==> src/design/sdram_suspend_map.svh <==
// Purpose: Timing counts and reset values for the clock suspend block
// Assumes: 250 MHz core clock
// Notes: Least times round up to whole cycles
`ifndef SDRAM_SUSPEND_MAP_SVH
`define SDRAM_SUSPEND_MAP_SVH

`define CLK_PERIOD_NS 4
`define PRECHARGE_NS 20
`define PRECHARGE_CYC ((`PRECHARGE_NS + `CLK_PERIOD_NS - 1) / `CLK_PERIOD_NS)
`define NUM_BANKS 4
`define RST_BURST_LEFT 4'h0
`define RST_PIN_SYNC 8'hff

`endif

==> src/design/sdram_suspend_pkg.sv <==
// Purpose: Types shared by the clock suspend block
// Assumes: Command code is {ras_n, cas_n, we_n} with cs_n low
// Notes: Refresh and mode-set codes are handled elsewhere
package sdram_suspend_pkg;

	typedef enum logic [2:0]
	{
		CMD_MODE_SET = 3'h0,
		CMD_REFRESH = 3'h1,
		CMD_PRECHARGE = 3'h2,
		CMD_ACTIVATE = 3'h3,
		CMD_WRITE = 3'h4,
		CMD_READ = 3'h5,
		CMD_BURST_HALT = 3'h6,
		CMD_NOP = 3'h7
	} cmd_e;

	typedef enum logic [2:0]
	{
		MODE_RUN = 3'h1,
		MODE_SUSPEND = 3'h2,
		MODE_POWER_DOWN = 3'h4
	} mode_e;

endpackage : sdram_suspend_pkg

==> src/design/bank_if.sv <==
// Purpose: Control and status of one bank between sequencer and tracker
// Assumes: One instance per bank
// Notes: clk_en low freezes the tracker
`timescale 1ns/1ns
interface bank_if;
	logic activate;
	logic precharge;
	logic clk_en;
	logic is_open;
	logic ready;

	modport ctrl (output activate, output precharge, output clk_en, input is_open, input ready);
	modport bank (input activate, input precharge, input clk_en, output is_open, output ready);
endinterface : bank_if

==> src/design/bank_tracker.sv <==
// Purpose: Open state and precharge timer of one bank
// Assumes: Activate only when ready and closed
// Notes: Timer stops while the internal clock is gated
`timescale 1ns/1ns
`include "sdram_suspend_map.svh"
module bank_tracker #(
	parameter int unsigned PRECHARGE_CYCLES = `PRECHARGE_CYC
)(
	// Clock and reset
	input wire logic clock,
	input wire logic rst_n,
	// Sequencer side
	bank_if.bank bus
);

	logic [7:0] rp_cnt_r;
	logic open_r;
	logic ready_r;

	assign bus.is_open = open_r;
	assign bus.ready = ready_r;

	always_ff @(posedge clock or negedge rst_n)
	begin
		if (!rst_n)
		begin
			open_r <= 1'b0;
			ready_r <= 1'b1;
			rp_cnt_r <= 8'h00;
		end
		else if (bus.clk_en)
		begin
			if (bus.precharge && open_r)
			begin
				open_r <= 1'b0;
				ready_r <= 1'b0;
				rp_cnt_r <= 8'(PRECHARGE_CYCLES - 1);
			end
			else if (bus.activate)
				open_r <= 1'b1;
			else if (!ready_r)
			begin
				if (rp_cnt_r == 8'h00)
					ready_r <= 1'b1;
				else
					rp_cnt_r <= rp_cnt_r - 8'h01;
			end
		end
	end

endmodule : bank_tracker

==> src/design/sdram_clock_suspend_control.sv <==
// Purpose: Clock-gate handling, suspend, power-down and auto-precharge timing
// Assumes: Pins are asynchronous to clock; config inputs are static
// Notes: Full-page bursts are not supported here
`timescale 1ns/1ns
`include "sdram_suspend_map.svh"
module sdram_clock_suspend_control
	import sdram_suspend_pkg::*;
#(
	parameter int unsigned NUM_BANKS = `NUM_BANKS,
	parameter int unsigned PRECHARGE_CYCLES = `PRECHARGE_CYC
)(
	// Clock and reset
	input wire logic clock,
	input wire logic rst_n,
	// Command pins
	input wire logic clock_gate,
	input wire logic cs_n,
	input wire logic ras_n,
	input wire logic cas_n,
	input wire logic we_n,
	input wire logic [1:0] bank_sel,
	input wire logic auto_precharge_address_bit,
	// Static configuration
	input wire logic [1:0] burst_len_code,
	input wire logic [1:0] cas_latency,
	// Status
	output logic suspended_r,
	output logic power_down_r,
	output logic internal_clock_en_r,
	output logic burst_active_r,
	output logic cmd_taken_r,
	output logic cmd_ignored_r,
	output logic internal_precharge_start_r,
	output logic [1:0] precharge_bank_r,
	output logic [NUM_BANKS-1:0] bank_open,
	output logic [NUM_BANKS-1:0] bank_ready
);

	logic [7:0] pin_s1_r;
	logic [7:0] pin_s2_r;
	mode_e mode_r;
	mode_e mode_nxt;
	logic susp_req_r;
	logic pd_req_r;
	logic wake_r;
	logic [3:0] burst_left_r;
	logic [1:0] burst_bank_r;
	logic burst_ap_r;
	logic burst_wr_r;
	logic ap_fired_r;
	logic dpl_wait_r;

	// Gate, chip select, command, bank and A10 travel together so they stay aligned
	always_ff @(posedge clock or negedge rst_n)
	begin
		if (!rst_n)
		begin
			pin_s1_r <= `RST_PIN_SYNC;
			pin_s2_r <= `RST_PIN_SYNC;
		end
		else
		begin
			pin_s1_r <= {clock_gate, cs_n, ras_n, cas_n, we_n, bank_sel, auto_precharge_address_bit};
			pin_s2_r <= pin_s1_r;
		end
	end

	logic gate_q;
	logic cs_n_q;
	cmd_e cmd_q;
	logic [1:0] bank_q;
	logic ap_bit_q;
	logic run;
	logic any_open;
	logic cmd_valid;
	logic act_go;
	logic rw_go;
	logic pre_go;
	logic halt_go;
	logic last_beat;
	logic [3:0] burst_len;
	logic [3:0] read_lead;
	logic read_ap_now;
	logic ap_start;

	assign gate_q = pin_s2_r[7];
	assign cs_n_q = pin_s2_r[6];
	assign cmd_q = cmd_e'(pin_s2_r[5:3]);
	assign bank_q = pin_s2_r[2:1];
	assign ap_bit_q = pin_s2_r[0];
	assign run = (mode_r == MODE_RUN);
	assign any_open = |bank_open;
	assign burst_len = 4'h1 << burst_len_code;
	assign read_lead = {2'b00, cas_latency} - 4'h1;

	// Auto-precharge bursts refuse read, write and precharge until done
	assign cmd_valid = run && !cs_n_q;
	assign act_go = cmd_valid && (cmd_q == CMD_ACTIVATE) && bank_ready[bank_q] && !bank_open[bank_q];
	assign rw_go = cmd_valid && ((cmd_q == CMD_READ) || (cmd_q == CMD_WRITE))
		&& bank_open[bank_q] && !(burst_active_r && burst_ap_r);
	assign pre_go = cmd_valid && (cmd_q == CMD_PRECHARGE) && !(burst_active_r && burst_ap_r);
	assign halt_go = cmd_valid && (cmd_q == CMD_BURST_HALT) && !(burst_active_r && burst_ap_r);
	assign last_beat = burst_active_r && (burst_left_r == 4'h1);

	// Read precharge fires once when the remaining beats reach the latency lead
	assign read_ap_now = run && burst_active_r && !burst_wr_r && burst_ap_r && !ap_fired_r
		&& (burst_left_r <= read_lead);
	assign ap_start = (run && dpl_wait_r) || read_ap_now;

	// Gate sampled low takes effect one edge later, so the next edge still advances
	always_ff @(posedge clock or negedge rst_n)
	begin
		if (!rst_n)
		begin
			susp_req_r <= 1'b0;
			pd_req_r <= 1'b0;
			wake_r <= 1'b0;
		end
		else
		begin
			susp_req_r <= !gate_q && any_open;
			pd_req_r <= !gate_q && !any_open;
			wake_r <= gate_q;
		end
	end

	always_comb
	begin
		mode_nxt = mode_r;
		case (mode_r)
			MODE_RUN:
			begin
				if (susp_req_r)
					mode_nxt = MODE_SUSPEND;
				else if (pd_req_r)
					mode_nxt = MODE_POWER_DOWN;
			end
			MODE_SUSPEND:
			begin
				if (wake_r)
					mode_nxt = MODE_RUN;
			end
			MODE_POWER_DOWN:
			begin
				if (wake_r)
					mode_nxt = MODE_RUN;
			end
			default:
				mode_nxt = MODE_RUN;
		endcase
	end

	always_ff @(posedge clock or negedge rst_n)
	begin
		if (!rst_n)
		begin
			mode_r <= MODE_RUN;
			suspended_r <= 1'b0;
			power_down_r <= 1'b0;
			internal_clock_en_r <= 1'b1;
		end
		else
		begin
			mode_r <= mode_nxt;
			suspended_r <= (mode_nxt == MODE_SUSPEND);
			power_down_r <= (mode_nxt == MODE_POWER_DOWN);
			internal_clock_en_r <= (mode_nxt == MODE_RUN);
		end
	end

	// Burst sequencer only moves on enabled edges, so a burst holds mid-flight
	always_ff @(posedge clock or negedge rst_n)
	begin
		if (!rst_n)
		begin
			burst_active_r <= 1'b0;
			burst_left_r <= `RST_BURST_LEFT;
			burst_bank_r <= 2'h0;
			burst_ap_r <= 1'b0;
			burst_wr_r <= 1'b0;
			ap_fired_r <= 1'b0;
		end
		else if (run)
		begin
			if (rw_go)
			begin
				burst_active_r <= 1'b1;
				burst_left_r <= burst_len;
				burst_bank_r <= bank_q;
				burst_ap_r <= ap_bit_q;
				burst_wr_r <= (cmd_q == CMD_WRITE);
				ap_fired_r <= 1'b0;
			end
			else if (halt_go && burst_active_r)
				burst_active_r <= 1'b0;
			else if (burst_active_r)
			begin
				burst_left_r <= burst_left_r - 4'h1;
				if (last_beat)
					burst_active_r <= 1'b0;
				if (read_ap_now)
					ap_fired_r <= 1'b1;
			end
		end
	end

	// Write recovery: precharge waits one enabled edge past the last data beat
	always_ff @(posedge clock or negedge rst_n)
	begin
		if (!rst_n)
			dpl_wait_r <= 1'b0;
		else if (run)
			dpl_wait_r <= last_beat && burst_wr_r && burst_ap_r && !rw_go;
	end

	always_ff @(posedge clock or negedge rst_n)
	begin
		if (!rst_n)
		begin
			internal_precharge_start_r <= 1'b0;
			precharge_bank_r <= 2'h0;
			cmd_taken_r <= 1'b0;
			cmd_ignored_r <= 1'b0;
		end
		else
		begin
			internal_precharge_start_r <= ap_start;
			if (ap_start)
				precharge_bank_r <= burst_bank_r;
			cmd_taken_r <= act_go || rw_go || pre_go || halt_go;
			cmd_ignored_r <= !run && !cs_n_q && (cmd_q != CMD_NOP);
		end
	end

	bank_if bif [NUM_BANKS] ();

	genvar gi;
	generate
		for (gi = 0; gi < NUM_BANKS; gi++)
		begin : g_bank
			assign bif[gi].clk_en = run;
			assign bif[gi].activate = act_go && (bank_q == 2'(gi));
			// Precharge reaches the tracker when the bank's timer may start
			assign bif[gi].precharge = (pre_go && (ap_bit_q || (bank_q == 2'(gi))))
				|| (ap_start && (burst_bank_r == 2'(gi)));
			assign bank_open[gi] = bif[gi].is_open;
			assign bank_ready[gi] = bif[gi].ready;

			bank_tracker #(
				.PRECHARGE_CYCLES(PRECHARGE_CYCLES)
			) u_bank (
				.clock(clock),
				.rst_n(rst_n),
				.bus(bif[gi].bank)
			);
		end
	endgenerate

	a_suspend_entry: assert property (@(posedge clock) disable iff (!rst_n)
		(run && !gate_q && any_open) |-> ##2 (mode_r == MODE_SUSPEND))
		else $error("suspend not entered after gate low");
	a_burst_frozen: assert property (@(posedge clock) disable iff (!rst_n)
		(mode_r == MODE_SUSPEND) |=> ($stable(burst_left_r) && $stable(burst_active_r)))
		else $error("burst moved while suspended");
	a_suspend_delay: assert property (@(posedge clock) disable iff (!rst_n)
		$rose(suspended_r) |-> ($past(susp_req_r) && $past(run) && !$past(gate_q, 2)))
		else $error("suspend without one clock delay");
	a_cmd_ignored: assert property (@(posedge clock) disable iff (!rst_n)
		!run |=> !cmd_taken_r)
		else $error("command taken while not running");
	// Only the first high sample counts; wake_r marks the later ones
	a_resume_delay: assert property (@(posedge clock) disable iff (!rst_n)
		(mode_r == MODE_SUSPEND && gate_q && !wake_r) |-> ##1 !run ##1 run)
		else $error("resume timing wrong");
	a_write_recovery: assert property (@(posedge clock) disable iff (!rst_n)
		(run && last_beat && burst_wr_r && burst_ap_r && !rw_go) ##1 run
		|=> (internal_precharge_start_r && precharge_bank_r == $past(burst_bank_r, 2)))
		else $error("write auto-precharge not one clock after data");
	a_read_lead: assert property (@(posedge clock) disable iff (!rst_n)
		(run && burst_active_r && !burst_wr_r && burst_ap_r && (burst_left_r == read_lead))
		|=> internal_precharge_start_r)
		else $error("read auto-precharge start wrong");
	a_power_down: assert property (@(posedge clock) disable iff (!rst_n)
		(run && !gate_q && !any_open) |-> ##2 (mode_r == MODE_POWER_DOWN))
		else $error("power-down not entered with banks idle");

endmodule : sdram_clock_suspend_control

==> config.mk <==
export PLATFORM = sky130hd
export DESIGN_NAME = sdram_clock_suspend_control
export DESIGN_NICKNAME = d
export VERILOG_FILES = /design/src/design/sdram_suspend_pkg.sv /design/src/design/bank_if.sv /design/src/design/bank_tracker.sv /design/src/design/sdram_clock_suspend_control.sv
export VERILOG_INCLUDE_DIRS = /design/src /design/src/design
export SDC_FILE = /design/constraint.sdc
export NUM_CORES = 1
export LEC_CHECK = 0
export BUFFER_PORTS_ARGS = -buffer_cell sky130_fd_sc_hd__buf_2
export CORE_ASPECT_RATIO = 0.5
export CORE_MARGIN = 2
export CORE_UTILIZATION = 35
export DETAILED_ROUTE_END_ITERATION = 7
export PLACE_DENSITY = 0.59
export SETUP_SLACK_MARGIN = 0.2
export SLEW_MARGIN = 20
export SYNTH_ARGS = -nofsm -noshare
export SYNTH_HDL_FRONTEND = slang
export SYNTH_SLANG_ARGS = --single-unit
==> constraint.sdc <==
create_clock -name clock -period 4.1 [get_ports clock]
set_input_delay 0.82 -clock clock [delete_from_list [all_inputs] [get_ports clock]]
set_output_delay 0.82 -clock clock [all_outputs]
set_load 0.01 [all_outputs]
==> impl_metrics.json, run 1 <==
{
  "peakVddDrop_mv": 0.3046,
  "yosys_most_used_dff": "sky130_fd_sc_hd__dfrtp_1",
  "numCtsBuffers": 9,
  "power_density_nw_per_um2": 750.3,
  "timing.final.max_slew_violations": 0,
  "antenna_found_initial": 0,
  "cts.sinks": 81,
  "routabilityCongestion": 0.7960,
  "swShare_pct": 37.10,
  "seq_power_share_pct": 42.7,
  "core_area_sq_um": 11150,
  "grt_pass1_wl_mm": 13.92,
  "async_sr_flop_fraction_pct": 100.0,
  "hold_buffers": 0,
  "path_class": "register to register",
  "postLayoutSetupSlackWorst_ps": 1423,
  "flow.area_growth_from_synthesis_pct": 13.08,
  "timing.final.crit_share_pct": 65.30,
  "pin_count": 31,
  "clock_tree.root_cell": "sky130_fd_sc_hd__clkbuf_16",
  "via_count": 2852,
  "post-cts-setup-buffer-count": 0,
  "mostFrequentLayoutCells": "sky130_fd_sc_hd__dfrtp_1 (59), sky130_fd_sc_hd__nor3_1 (40), sky130_fd_sc_hd__nor2_1 (32)",
  "firstDrtPassIters": 4,
  "cap_viol_max_count": 0,
  "post_synth_inst_count": 386,
  "drive_above_1_share_pct": 21.05,
  "worst_pin_slew_ps": 760.3,
  "num_antenna_cells": 0,
  "fp.dieArea_sq_um": 12520,
  "place.detailed.hpwl_mm": 5.701,
  "setup_skew_after_layout_ps": 5.112,
  "timing.setup.tns_ps": 0,
  "internal_power_mw": 2.165,
  "tritoncts": "built",
  "track_usage_pct": 14.34,
  "p_comb_share_pct": 34.3,
  "die_w_um": 156.2,
  "port_buffers": 30,
  "drcViolationCount": 0,
  "power_switching_mw": 1.277,
  "area_used_by_multi_input_combinational_logic_sq_um": 1810,
  "critPathCaptureType": "register",
  "final_hold_viol_count": 0,
  "layout_filler_cell_count": 1092,
  "hp-class": "register to register",
  "cellLeakagePower_nw": 1.970,
  "number_of_synthesized_flops_with_an_enable_pin": 0,
  "yosys_register_bits": 81,
  "ys_warn_count": 0,
  "clock_path_buffers": 2,
  "share_of_the_yosys_chip_area_belonging_to_registers_pct": 50.65,
  "timing.slew.headroom_pct": 48.00,
  "place_worst_setup_slack_ps": 1096,
  "detail_route.vias_per_cell": 5.066,
  "ys_types": 56,
  "fp.dieH_um": 80.13,
  "timing.final.crit_period_ps": 2677,
  "most_common_cell_after_layout_fill_and_taps_aside": "sky130_fd_sc_hd__dfrtp_1",
  "grt_max_degree": 82,
  "synthesis.nets": 415,
  "report.final.setup_viol": 0,
  "achievable-frequency_mhz": 373.5,
  "number_of_global_route_vias_before_repair": 2794,
  "wl_per_cell_um": 14.33,
  "syn-cell-area_sq_um": 4056,
  "clock_transition_at_the_register_clock_pins_on_the_worst_setup_and_hold_paths_after_cts_ps": 60,
  "setup_crit_start_kind": "register",
  "clockPowerShare_pct": 23.0,
  "crit_arrival_ps": 2870,
  "clkLatencyLatePin_ps": 330,
  "crit_required_ps": 4290,
  "global_route.overflow_total": 0,
  "critical_path.max_fanout": 12,
  "final-seq-area_sq_um": 2054,
  "drt.antenna.violating_nets": 0,
  "total_of_cells_resized_after_clock_tree_synthesis": 0,
  "nets": 442,
  "syn_avg_cell_area_sq_um": 10.51,
  "rsz0062_at_grt": "false",
  "dr.first_iter.drc_count": 166,
  "initial_util_pct": 36.39,
  "h_tree_levels": 3,
  "detail_route.wirelength_mm": 8.066,
  "run_status": "completed",
  "placementRows": 27
}
final timing paths:
path / startpoint / end / slack [ps] / depth (start not counted)
worst max-delay path: mode_r[1] / g_bank[1].u_bank.rp_cnt_r[4] / 1420 / 5
worst min-delay path: pin_s1_r[6] / pin_s2_r[6] / 350 / 0
worst max register to register: mode_r[1] / g_bank[1].u_bank.rp_cnt_r[4] / 1420 / 5
worst min register to register: pin_s1_r[6] / pin_s2_r[6] / 350 / 0
max in group asynchronous: rst_n / g_bank[3].u_bank.rp_cnt_r[4] / 3110 / 1
min in group asynchronous: rst_n / burst_left_r[0] / 530 / 1
power by group through the flow:
stage | logic, mW | registers (mW) | clock network, mW
CTS | 1.19 | 1.47 | 0.813
global route | 1.36 | 1.52 | 0.849
floorplan | 0.995 | 1.38 | 0
detailed placement | 1.19 | 1.48 | 0
global placement | 1.16 | 1.48 | 0
finish | 1.18 | 1.47 | 0.791
per-layer routing:
layer	GRT usage (%)	wire (um)
met3	4.155	380
met1	20.49	4297
met5	0	0
met2	21.19	3334
met4	3.853	53
kinds of logic after synthesis:
group	count (synthesis)	synth area share [%]
simple gates	154	21.22
flops	81	50.65
compound gates	65	10.80
buf+inv	38	4.719
xor+xnor	20	4.318
fa+ha+maj	15	4.627
mux	13	3.671
critical path, stage by stage, from the launching register on:
cell                       delay [ps]
sky130_fd_sc_hd__dfrtp_1          510
sky130_fd_sc_hd__or4b_4           600
sky130_fd_sc_hd__nor4_1           670
sky130_fd_sc_hd__o211ai_1         360
sky130_fd_sc_hd__inv_1            300
sky130_fd_sc_hd__nor3_1            90
cell type report:
type	count	share of cell area, %
sequential	81	44.79
multi-input combinational	267	39.47
clock buffer	13	5.456
clock inverter	3	0.8729
timing repair buffer	31	3.573
inverter	23	1.882
tap	145	3.955
per-stage QoR:
stage	utilization [%]	total power [mW]	hold slack [ps]	cells	area, sq um
5_1_grt	41.14	3.726	359.6	563	4587
2_1_floorplan	-	2.373	345.2	386	4056
6_report	41.14	3.441	354.8	563	4587
4_1_cts	41.11	3.476	357.1	563	4583
3_3_place_gp	38.51	2.638	346.0	547	4293
3_5_place_dp	38.51	2.664	347.5	547	4293
synthesized netlist by cell type, drive strengths merged (11+ instances only):
cell    n  share of area [%]
a21oi  24                3.2
buf    13                2.4
dfrtp  59                 36
dfstp  22                 14
ha     15                4.6
inv    22                2.0
nand2  22                2.0
nor2   32                3.0
nor3   41                5.2
o21ai  11                1.4
xnor2  14                3.0
state kept, by name, summed over array words and instances (netlist names), 2 cells and up:
name / count
precharge_bank_r: 2
g_bank.u_bank.bus.is_open: 4
burst_bank_r: 2
mode_r: 3
burst_left_r: 4
pin_s2_r: 8
pin_s1_r: 8
g_bank.u_bank.bus.ready: 4
g_bank.u_bank.rp_cnt_r: 32
Power figures use the tool's default switching activity.
==> run 2, diff against run 1 <==
Settings changed: ABC_AREA set to 1.
Clock period 4.1 ns to 2.6 ns, I/O delays scaled along.
==> run 2 against run 1 <==
Register-to-register slack worse by 760 ps; die area up 8.9%; first-iteration DRC count up 12%; worst hold slack worse by 260 ps; worst setup slack worse by 810 ps; largest power group unchanged; critical endpoint is now g_bank[0].u_bank.rp_cnt_r[2].
==> impl_metrics.json, run 2 <==
{
  "run_status": "completed",
  "largest_register": "g_bank.u_bank.rp_cnt_r",
  "firstDrtPassIters": 5,
  "cap_viol_max_count": 0,
  "grt_max_degree": 41,
  "routed-wl-met3_um": 233,
  "post_synth_inst_count": 488,
  "layout_filler_cell_count": 1184,
  "critPathCaptureType": "register",
  "max_reg_flops": 32,
  "timing.final.crit_share_pct": 76.41,
  "cts.sinks": 81,
  "cellLeakagePower_nw": 2.574,
  "routabilityCongestion": 0.7935,
  "yosys.area_share.xor_xnor_pct": 5.137,
  "crit_required_ps": 2830,
  "post-cts-setup-buffer-count": 0,
  "synth_simple_gate_area_share_pct": 32.18,
  "drt.antenna.violating_nets": 0,
  "setup_skew_after_layout_ps": 6.467,
  "synth_top_family_by_area": "simple AND/OR/NAND/NOR gates",
  "core_area_sq_um": 12090,
  "synth_fa_ha_area_share_pct": 4.234,
  "setup_crit_start_kind": "input pin",
  "timing.slew.headroom_pct": 65.16,
  "critical_path.max_fanout": 18,
  "die_w_um": 163.2,
  "mostFrequentLayoutCells": "sky130_fd_sc_hd__nand2_1 (104), sky130_fd_sc_hd__nand3_1 (63), sky130_fd_sc_hd__dfrtp_1 (59)",
  "clock_tree.root_cell": "sky130_fd_sc_hd__clkbuf_16",
  "share_of_the_yosys_chip_area_belonging_to_registers_pct": 46.34,
  "flow.area_growth_from_synthesis_pct": 13.21,
  "top_layer": "met4",
  "fp.dieH_um": 83.58,
  "hp-class": "input pin to asynchronous set/reset pin",
  "pin_count": 31,
  "rsz0062_at_grt": "false",
  "post_synth_mux_area_share_pct": 0.2540,
  "hold_buffers": 0,
  "regToRegSetupSlack_ps": 660,
  "h_tree_levels": 3,
  "async_sr_flop_fraction_pct": 100.0,
  "synthTopCellsByArea": "sky130_fd_sc_hd__dfrtp_1 (33%), sky130_fd_sc_hd__dfstp_2 (13%), sky130_fd_sc_hd__nand2_1 (8.8%)",
  "num_antenna_cells": 0,
  "placementRows": 28,
  "synthesis.nets": 517,
  "track_usage_pct": 13.19,
  "number_of_global_route_vias_before_repair": 3002,
  "achievable-frequency_mhz": 503.3,
  "ys_warn_count": 0,
  "detail_route.vias_per_cell": 4.567,
  "ys_types": 36,
  "final_hold_viol_count": 0,
  "worst_pin_slew_ps": 517.8,
  "grt_pass1_wl_mm": 14.36,
  "synth_area_leader_cell": "sky130_fd_sc_hd__dfrtp_1",
  "synthDominantCellAreaShare_pct": 33.31,
  "timing.final.crit_period_ps": 1987,
  "clkLatencyLatePin_ps": 340,
  "crit_arrival_ps": 2220,
  "power_density_nw_per_um2": 1121,
  "antenna_found_initial": 0,
  "clock_transition_at_the_register_clock_pins_on_the_worst_setup_and_hold_paths_after_cts_ps": 60,
  "detail_route.wirelength_mm": 8.157,
  "yosys_most_used_dff": "sky130_fd_sc_hd__dfrtp_1",
  "global_route.overflow_total": 0,
  "via_count": 3133,
  "timing.final.max_slew_violations": 0,
  "dr.first_iter.drc_count": 186,
  "layout_top_registers": "g_bank.u_bank.rp_cnt_r x32, pin_s1_r x8, pin_s2_r x8",
  "timing.setup.tns_ps": 0,
  "peakVddDrop_mv": 0.3358,
  "met2_wl_post_dr_mm": 3.616,
  "synthMostInstantiatedCell": "sky130_fd_sc_hd__nand2_1",
  "place.detailed.hpwl_mm": 5.912,
  "port_buffers": 30,
  "wl_per_cell_um": 11.89,
  "drive_above_1_share_pct": 23.03,
  "reg2reg_from": "pin_s2_r[1]",
  "initial_util_pct": 36.68,
  "most_common_cell_after_layout_fill_and_taps_aside": "sky130_fd_sc_hd__nand2_1",
  "postLayoutSetupSlackWorst_ps": 613.2,
  "clock_path_buffers": 2,
  "fp.dieArea_sq_um": 13640,
  "yosys-top-cells-count": "sky130_fd_sc_hd__nand2_1 (104), sky130_fd_sc_hd__nand3_1 (63), sky130_fd_sc_hd__dfrtp_1 (59)",
  "met1_length_mm": 4.190,
  "report.final.setup_viol": 0,
  "syn_avg_cell_area_sq_um": 9.084,
  "drcViolationCount": 0,
  "nets": 545,
  "worst_setup_path_startpoint": "cas_latency[0]",
  "synth-compound-area-share_pct": 4.459,
  "numCtsBuffers": 9,
  "path_class": "input pin to register",
  "yosys_register_bits": 81,
  "place_worst_setup_slack_ps": 249.9,
  "syn-cell-area_sq_um": 4433,
  "total_of_cells_resized_after_clock_tree_synthesis": 0,
  "tritoncts": "built",
  "number_of_synthesized_flops_with_an_enable_pin": 0
}
==> run 2: cell types whose count changed in the layout (fill, tap and decap cells not counted), sizes merged, moves of 8 or more <==
| cell | before | now |
|---|---|---|
| nand2 | 22 | 123 |
| inv | 22 | 50 |
| nor3 | 41 | 9 |
| nor2b | 8 | 0 |
| nand3 | 5 | 77 |
| nor2 | 32 | 51 |
| nor4 | 9 | 1 |
| a21oi | 24 | 10 |
==> run 2: kinds of logic after synthesis <==
kind of cell	Yosys count
xor gates and xnor gates	26
DFF	81
adders and majority gates	15
AOI/OAI and AO/OA	30
buffers and inverters	65
and+or+nand+nor	270
muxes	1
==> run 2: where the power goes <==
group / total [mW] / switching, mW / leakage, nW / internal, mW
logic: 2.11 / 1.23 / 1.44 / 0.881
clock network: 1.38 / 0.490 / 0.155 / 0.893
registers: 2.13 / 0.421 / 0.976 / 1.71
==> run 2: metrics by stage <==
step                      utilization [%]  instances  area [sq um]  power (mW)  hold slack [ps]
after CTS                           41.52        686          5019       5.694            104.3
after global routing                41.52        686          5019       6.135            113.6
after global placement              38.78        670          4687       4.252            347.1
after floorplan                         -        488          4433       3.857            224.4
after detailed placement            38.78        670          4687       4.284            347.6
final                               41.52        686          5019       5.626            98.77
==> run 2: per-layer routing <==
layer	up-vias	global-route usage, %
met5	-	0
met4	0	5.229
met3	8	3.875
met2	35	19.41
met1	1460	18.14
li1	1630	-
==> run 2: worst max-delay path: stages <==
cell and delay, ps:
sky130_fd_sc_hd__buf_2 80, sky130_fd_sc_hd__inv_1 50, sky130_fd_sc_hd__ha_1 290, sky130_fd_sc_hd__ha_1 290, sky130_fd_sc_hd__nand2_1 50, sky130_fd_sc_hd__nand2_1 50
sky130_fd_sc_hd__nand2_1 40, sky130_fd_sc_hd__nand2_1 50, sky130_fd_sc_hd__nand2_1 60, sky130_fd_sc_hd__nand2_2 80, sky130_fd_sc_hd__nand2_4 100, sky130_fd_sc_hd__nand2_2 80
sky130_fd_sc_hd__nand2_2 60, sky130_fd_sc_hd__nand2_4 200, sky130_fd_sc_hd__nand2_1 110, sky130_fd_sc_hd__nand2_1 70, sky130_fd_sc_hd__nand2_1 40
==> run 2: path summary, 6_finish.rpt <==
check	endpoint	cells after the start
worst min-delay path	g_bank[2].u_bank.rp_cnt_r[5]	1
worst max register to register	burst_left_r[3]	11
worst min register to register	pin_s2_r[4]	0
max in group asynchronous	pin_s1_r[1]	2
min in group clock	pin_s1_r[7]	1
worst max-delay path	g_bank[0].u_bank.rp_cnt_r[2]	17
==> run 2: layout make-up <==
class	instances	area [sq um]	share of cell area, %
Clock buffer	12	256.5	5.111
Clock inverter	4	75.07	1.496
Inverter	50	195.2	3.889
Multi-Input combinational cell	342	2051	40.86
Timing Repair Buffer	32	180.2	3.590
Tap cell	165	206.4	4.114
Sequential cell	81	2054	40.94
==> run 3, diff against run 2 <==
Settings changed: PLACE_DENSITY 0.59 to 0.61.
Clock period 2.6 ns to 1.7 ns, I/O delays scaled along.
==> run 3 against run 2 <==
The flow now finishes with violations (setup timing); critical path depth is 8 lower; combinational power is 120% higher; final cell count is 10% higher; clock skew is 1.4 ps lower; sequential cell count stayed put; register-to-register slack worse by 710 ps; non-clock buffer count is 57 higher; wire length is 19% higher; utilization is 9.9 points higher; total power is 77% higher; critical endpoint is now g_bank[1].u_bank.rp_cnt_r[1].
==> impl_metrics.json, run 3 (synthesized netlist as in run 2, its figures left out) <==
{
  "crit_required_ps": 1920,
  "clkLatencyLatePin_ps": 340,
  "die_w_um": 163.2,
  "track_usage_pct": 14.72,
  "place.detailed.hpwl_mm": 6.283,
  "drt.antenna.violating_nets": 0,
  "peakVddDrop_mv": 0.5949,
  "tritoncts": "built",
  "largest_register": "g_bank.u_bank.rp_cnt_r",
  "mostFrequentLayoutCells": "sky130_fd_sc_hd__nand2_1 (87), sky130_fd_sc_hd__dfrtp_1 (59), sky130_fd_sc_hd__nand3_1 (44)",
  "timing.final.crit_share_pct": 103.1,
  "worst_pin_slew_ps": 505.1,
  "timing.setup.tns_ps": -515.8,
  "final_hold_viol_count": 0,
  "crit_path_cell_trace": "nor2_4, nand2_4, nor2_4, nand3_2, o21bai_2, nand2_8, nand2_4, nand3b_1, nand2_1",
  "final-seq-area_sq_um": 2054,
  "cap_viol_max_count": 0,
  "crit_slowest_cell": "sky130_fd_sc_hd__dfrtp_1",
  "fp.dieH_um": 83.58,
  "timing.final.crit_period_ps": 1752,
  "critPathCaptureType": "register",
  "layout_filler_cell_count": 1070,
  "crit_arrival_ps": 1980,
  "dp.cells": 715,
  "critical_path.max_fanout": 9,
  "cellLeakagePower_nw": 3.035,
  "clock_transition_at_the_register_clock_pins_on_the_worst_setup_and_hold_paths_after_cts_ps": 60,
  "finalHoldWorstSlack_ps": 101.7,
  "global_route.peak_usage_layer": "met2",
  "numCtsBuffers": 9,
  "rsz0062_at_grt": "true",
  "critPathTopFamily": "simple AND/OR/NAND/NOR gates",
  "global_route.usage.met1_pct": 19.76,
  "detail_route.wirelength_mm": 9.707,
  "firstDrtPassIters": 5,
  "setup_crit_start_kind": "register",
  "detail_route.vias_per_cell": 4.677,
  "timing.final.max_slew_violations": 0,
  "drive_above_1_share_pct": 43.22,
  "number_of_global_route_vias_before_repair": 3393,
  "power_density_nw_per_um2": 1598,
  "setup_skew_after_layout_ps": 5.101,
  "flow.area_growth_from_synthesis_pct": 40.25,
  "gr-usage-met3_pct": 3.924,
  "report.final.setup_viol": 27,
  "via_count": 3531,
  "core_area_sq_um": 12090,
  "fp.dieArea_sq_um": 13640,
  "post-route-cell-area_sq_um": 6217,
  "critical-path-max-stage-delay_ps": 410,
  "clock_tree.root_cell": "sky130_fd_sc_hd__clkbuf_16",
  "path_class": "register to register",
  "h_tree_levels": 3,
  "wl_per_cell_um": 12.86,
  "nets": 614,
  "dr.first_iter.drc_count": 162,
  "layout_top_registers": "g_bank.u_bank.rp_cnt_r x32, pin_s1_r x8, pin_s2_r x8",
  "worst-path-buf-inv": 0,
  "placementRows": 28,
  "achievable-frequency_mhz": 570.6,
  "postLayoutSetupSlackWorst_ps": -52.41,
  "hp-class": "input pin to register",
  "dpl-instance-area_sq_um": 5162,
  "max_reg_flops": 32,
  "clock_path_buffers": 2,
  "timing.slew.headroom_pct": 66.02,
  "instances_no_fill": 755,
  "antenna_found_initial": 0,
  "area_used_by_multi_input_combinational_logic_sq_um": 2731,
  "initial_util_pct": 36.68,
  "port_buffers": 30,
  "num_antenna_cells": 0,
  "globalRouteMet2Util_pct": 23.48,
  "grt_max_degree": 34,
  "most_common_cell_after_layout_fill_and_taps_aside": "sky130_fd_sc_hd__nand2_1",
  "pin_count": 31,
  "run_status": "finished, violations left",
  "cts.sinks": 81,
  "violations_in_the_final_reports": "setup timing",
  "power.total_mw": 9.935,
  "global_route.overflow_total": 0,
  "grt_pass1_wl_mm": 16.04,
  "drcViolationCount": 0,
  "routabilityCongestion": 0.7941
}
-- run 3: cell types whose count changed in the layout (fill, tap and decap cells not counted), moves of 4 or more --
cell                       delta
sky130_fd_sc_hd__nor2_4       +4
sky130_fd_sc_hd__nor2_2       +7
sky130_fd_sc_hd__buf_6       +15
sky130_fd_sc_hd__nand3_1     -19
sky130_fd_sc_hd__nand3_2     +16
sky130_fd_sc_hd__o21bai_1     -4
sky130_fd_sc_hd__inv_1        -8
sky130_fd_sc_hd__nand2_8     +14
sky130_fd_sc_hd__nand2_1     -17
sky130_fd_sc_hd__nor2_1      -11
sky130_fd_sc_hd__o21ai_0      -4
sky130_fd_sc_hd__buf_4       +39
sky130_fd_sc_hd__nand2_4     +16
-- run 3: cell type report --
cell class / count / area share (%)
sequential: 81 / 33.04
inverter: 50 / 3.542
timing repair buffer: 89 / 11.13
multi-input combinational: 354 / 43.93
tap: 165 / 3.321
clock buffer: 11 / 3.743
clock inverter: 5 / 1.288
-- run 3: final timing paths --
kind                                                     end   startpoint  slack [ps]  cells past startpoint
worst max-delay path            g_bank[1].u_bank.rp_cnt_r[1]    mode_r[1]         -50                      9
worst min-delay path                             pin_s1_r[3]         we_n         100                      1
worst max register to register  g_bank[1].u_bank.rp_cnt_r[1]    mode_r[1]         -50                      9
worst min register to register                   pin_s2_r[5]  pin_s1_r[5]         350                      0
max in group asynchronous                          mode_r[0]        rst_n         660                      3
min in group asynchronous       g_bank[2].u_bank.rp_cnt_r[5]        rst_n         460                      2
-- run 3: where the power goes --
part           switching (mW)  internal, mW
logic                    2.65          2.04
clock network           0.757          1.28
registers               0.592          2.61
-- run 3: worst reg2reg max path: stages (launching register included) --
cell and delay, ps:
sky130_fd_sc_hd__dfrtp_1 410, sky130_fd_sc_hd__nor2_4 150, sky130_fd_sc_hd__nand2_4 100, sky130_fd_sc_hd__nor2_4 160, sky130_fd_sc_hd__nand3_2 150, sky130_fd_sc_hd__o21bai_2 270, sky130_fd_sc_hd__nand2_8 130, sky130_fd_sc_hd__nand2_4 110
sky130_fd_sc_hd__nand3b_1 110, sky130_fd_sc_hd__nand2_1 50
-- run 3: per-stage QoR --
stage                     setup slack [ps]  utilization, %
after floorplan                     -84.93               -
after global placement              -434.5           42.71
after detailed placement            -451.3           42.71
after CTS                           -74.31           48.62
after global routing                -162.8           51.44
final                               -52.41           51.44
-- run 3: repair_timing --
| action | CTS | global route |
|---|---|---|
| pin swaps | 32 | 40 |
| gates cloned | 8 | 5 |
| hold buffers | 1 | 0 |
| buffers inserted | 7 | 3 |
| endpoints found under the hold margin | 11 | 0 |
| setup endpoints to repair | 53 | 54 |
| gates resized for setup | 55 | 61 |
-- run 3: metal layers --
layer  share of wire [%]  wire (um)
met5                   0          0
met4                 1.2        114
met3                 2.7        261
met2                  48       4679
met1                  48       4652
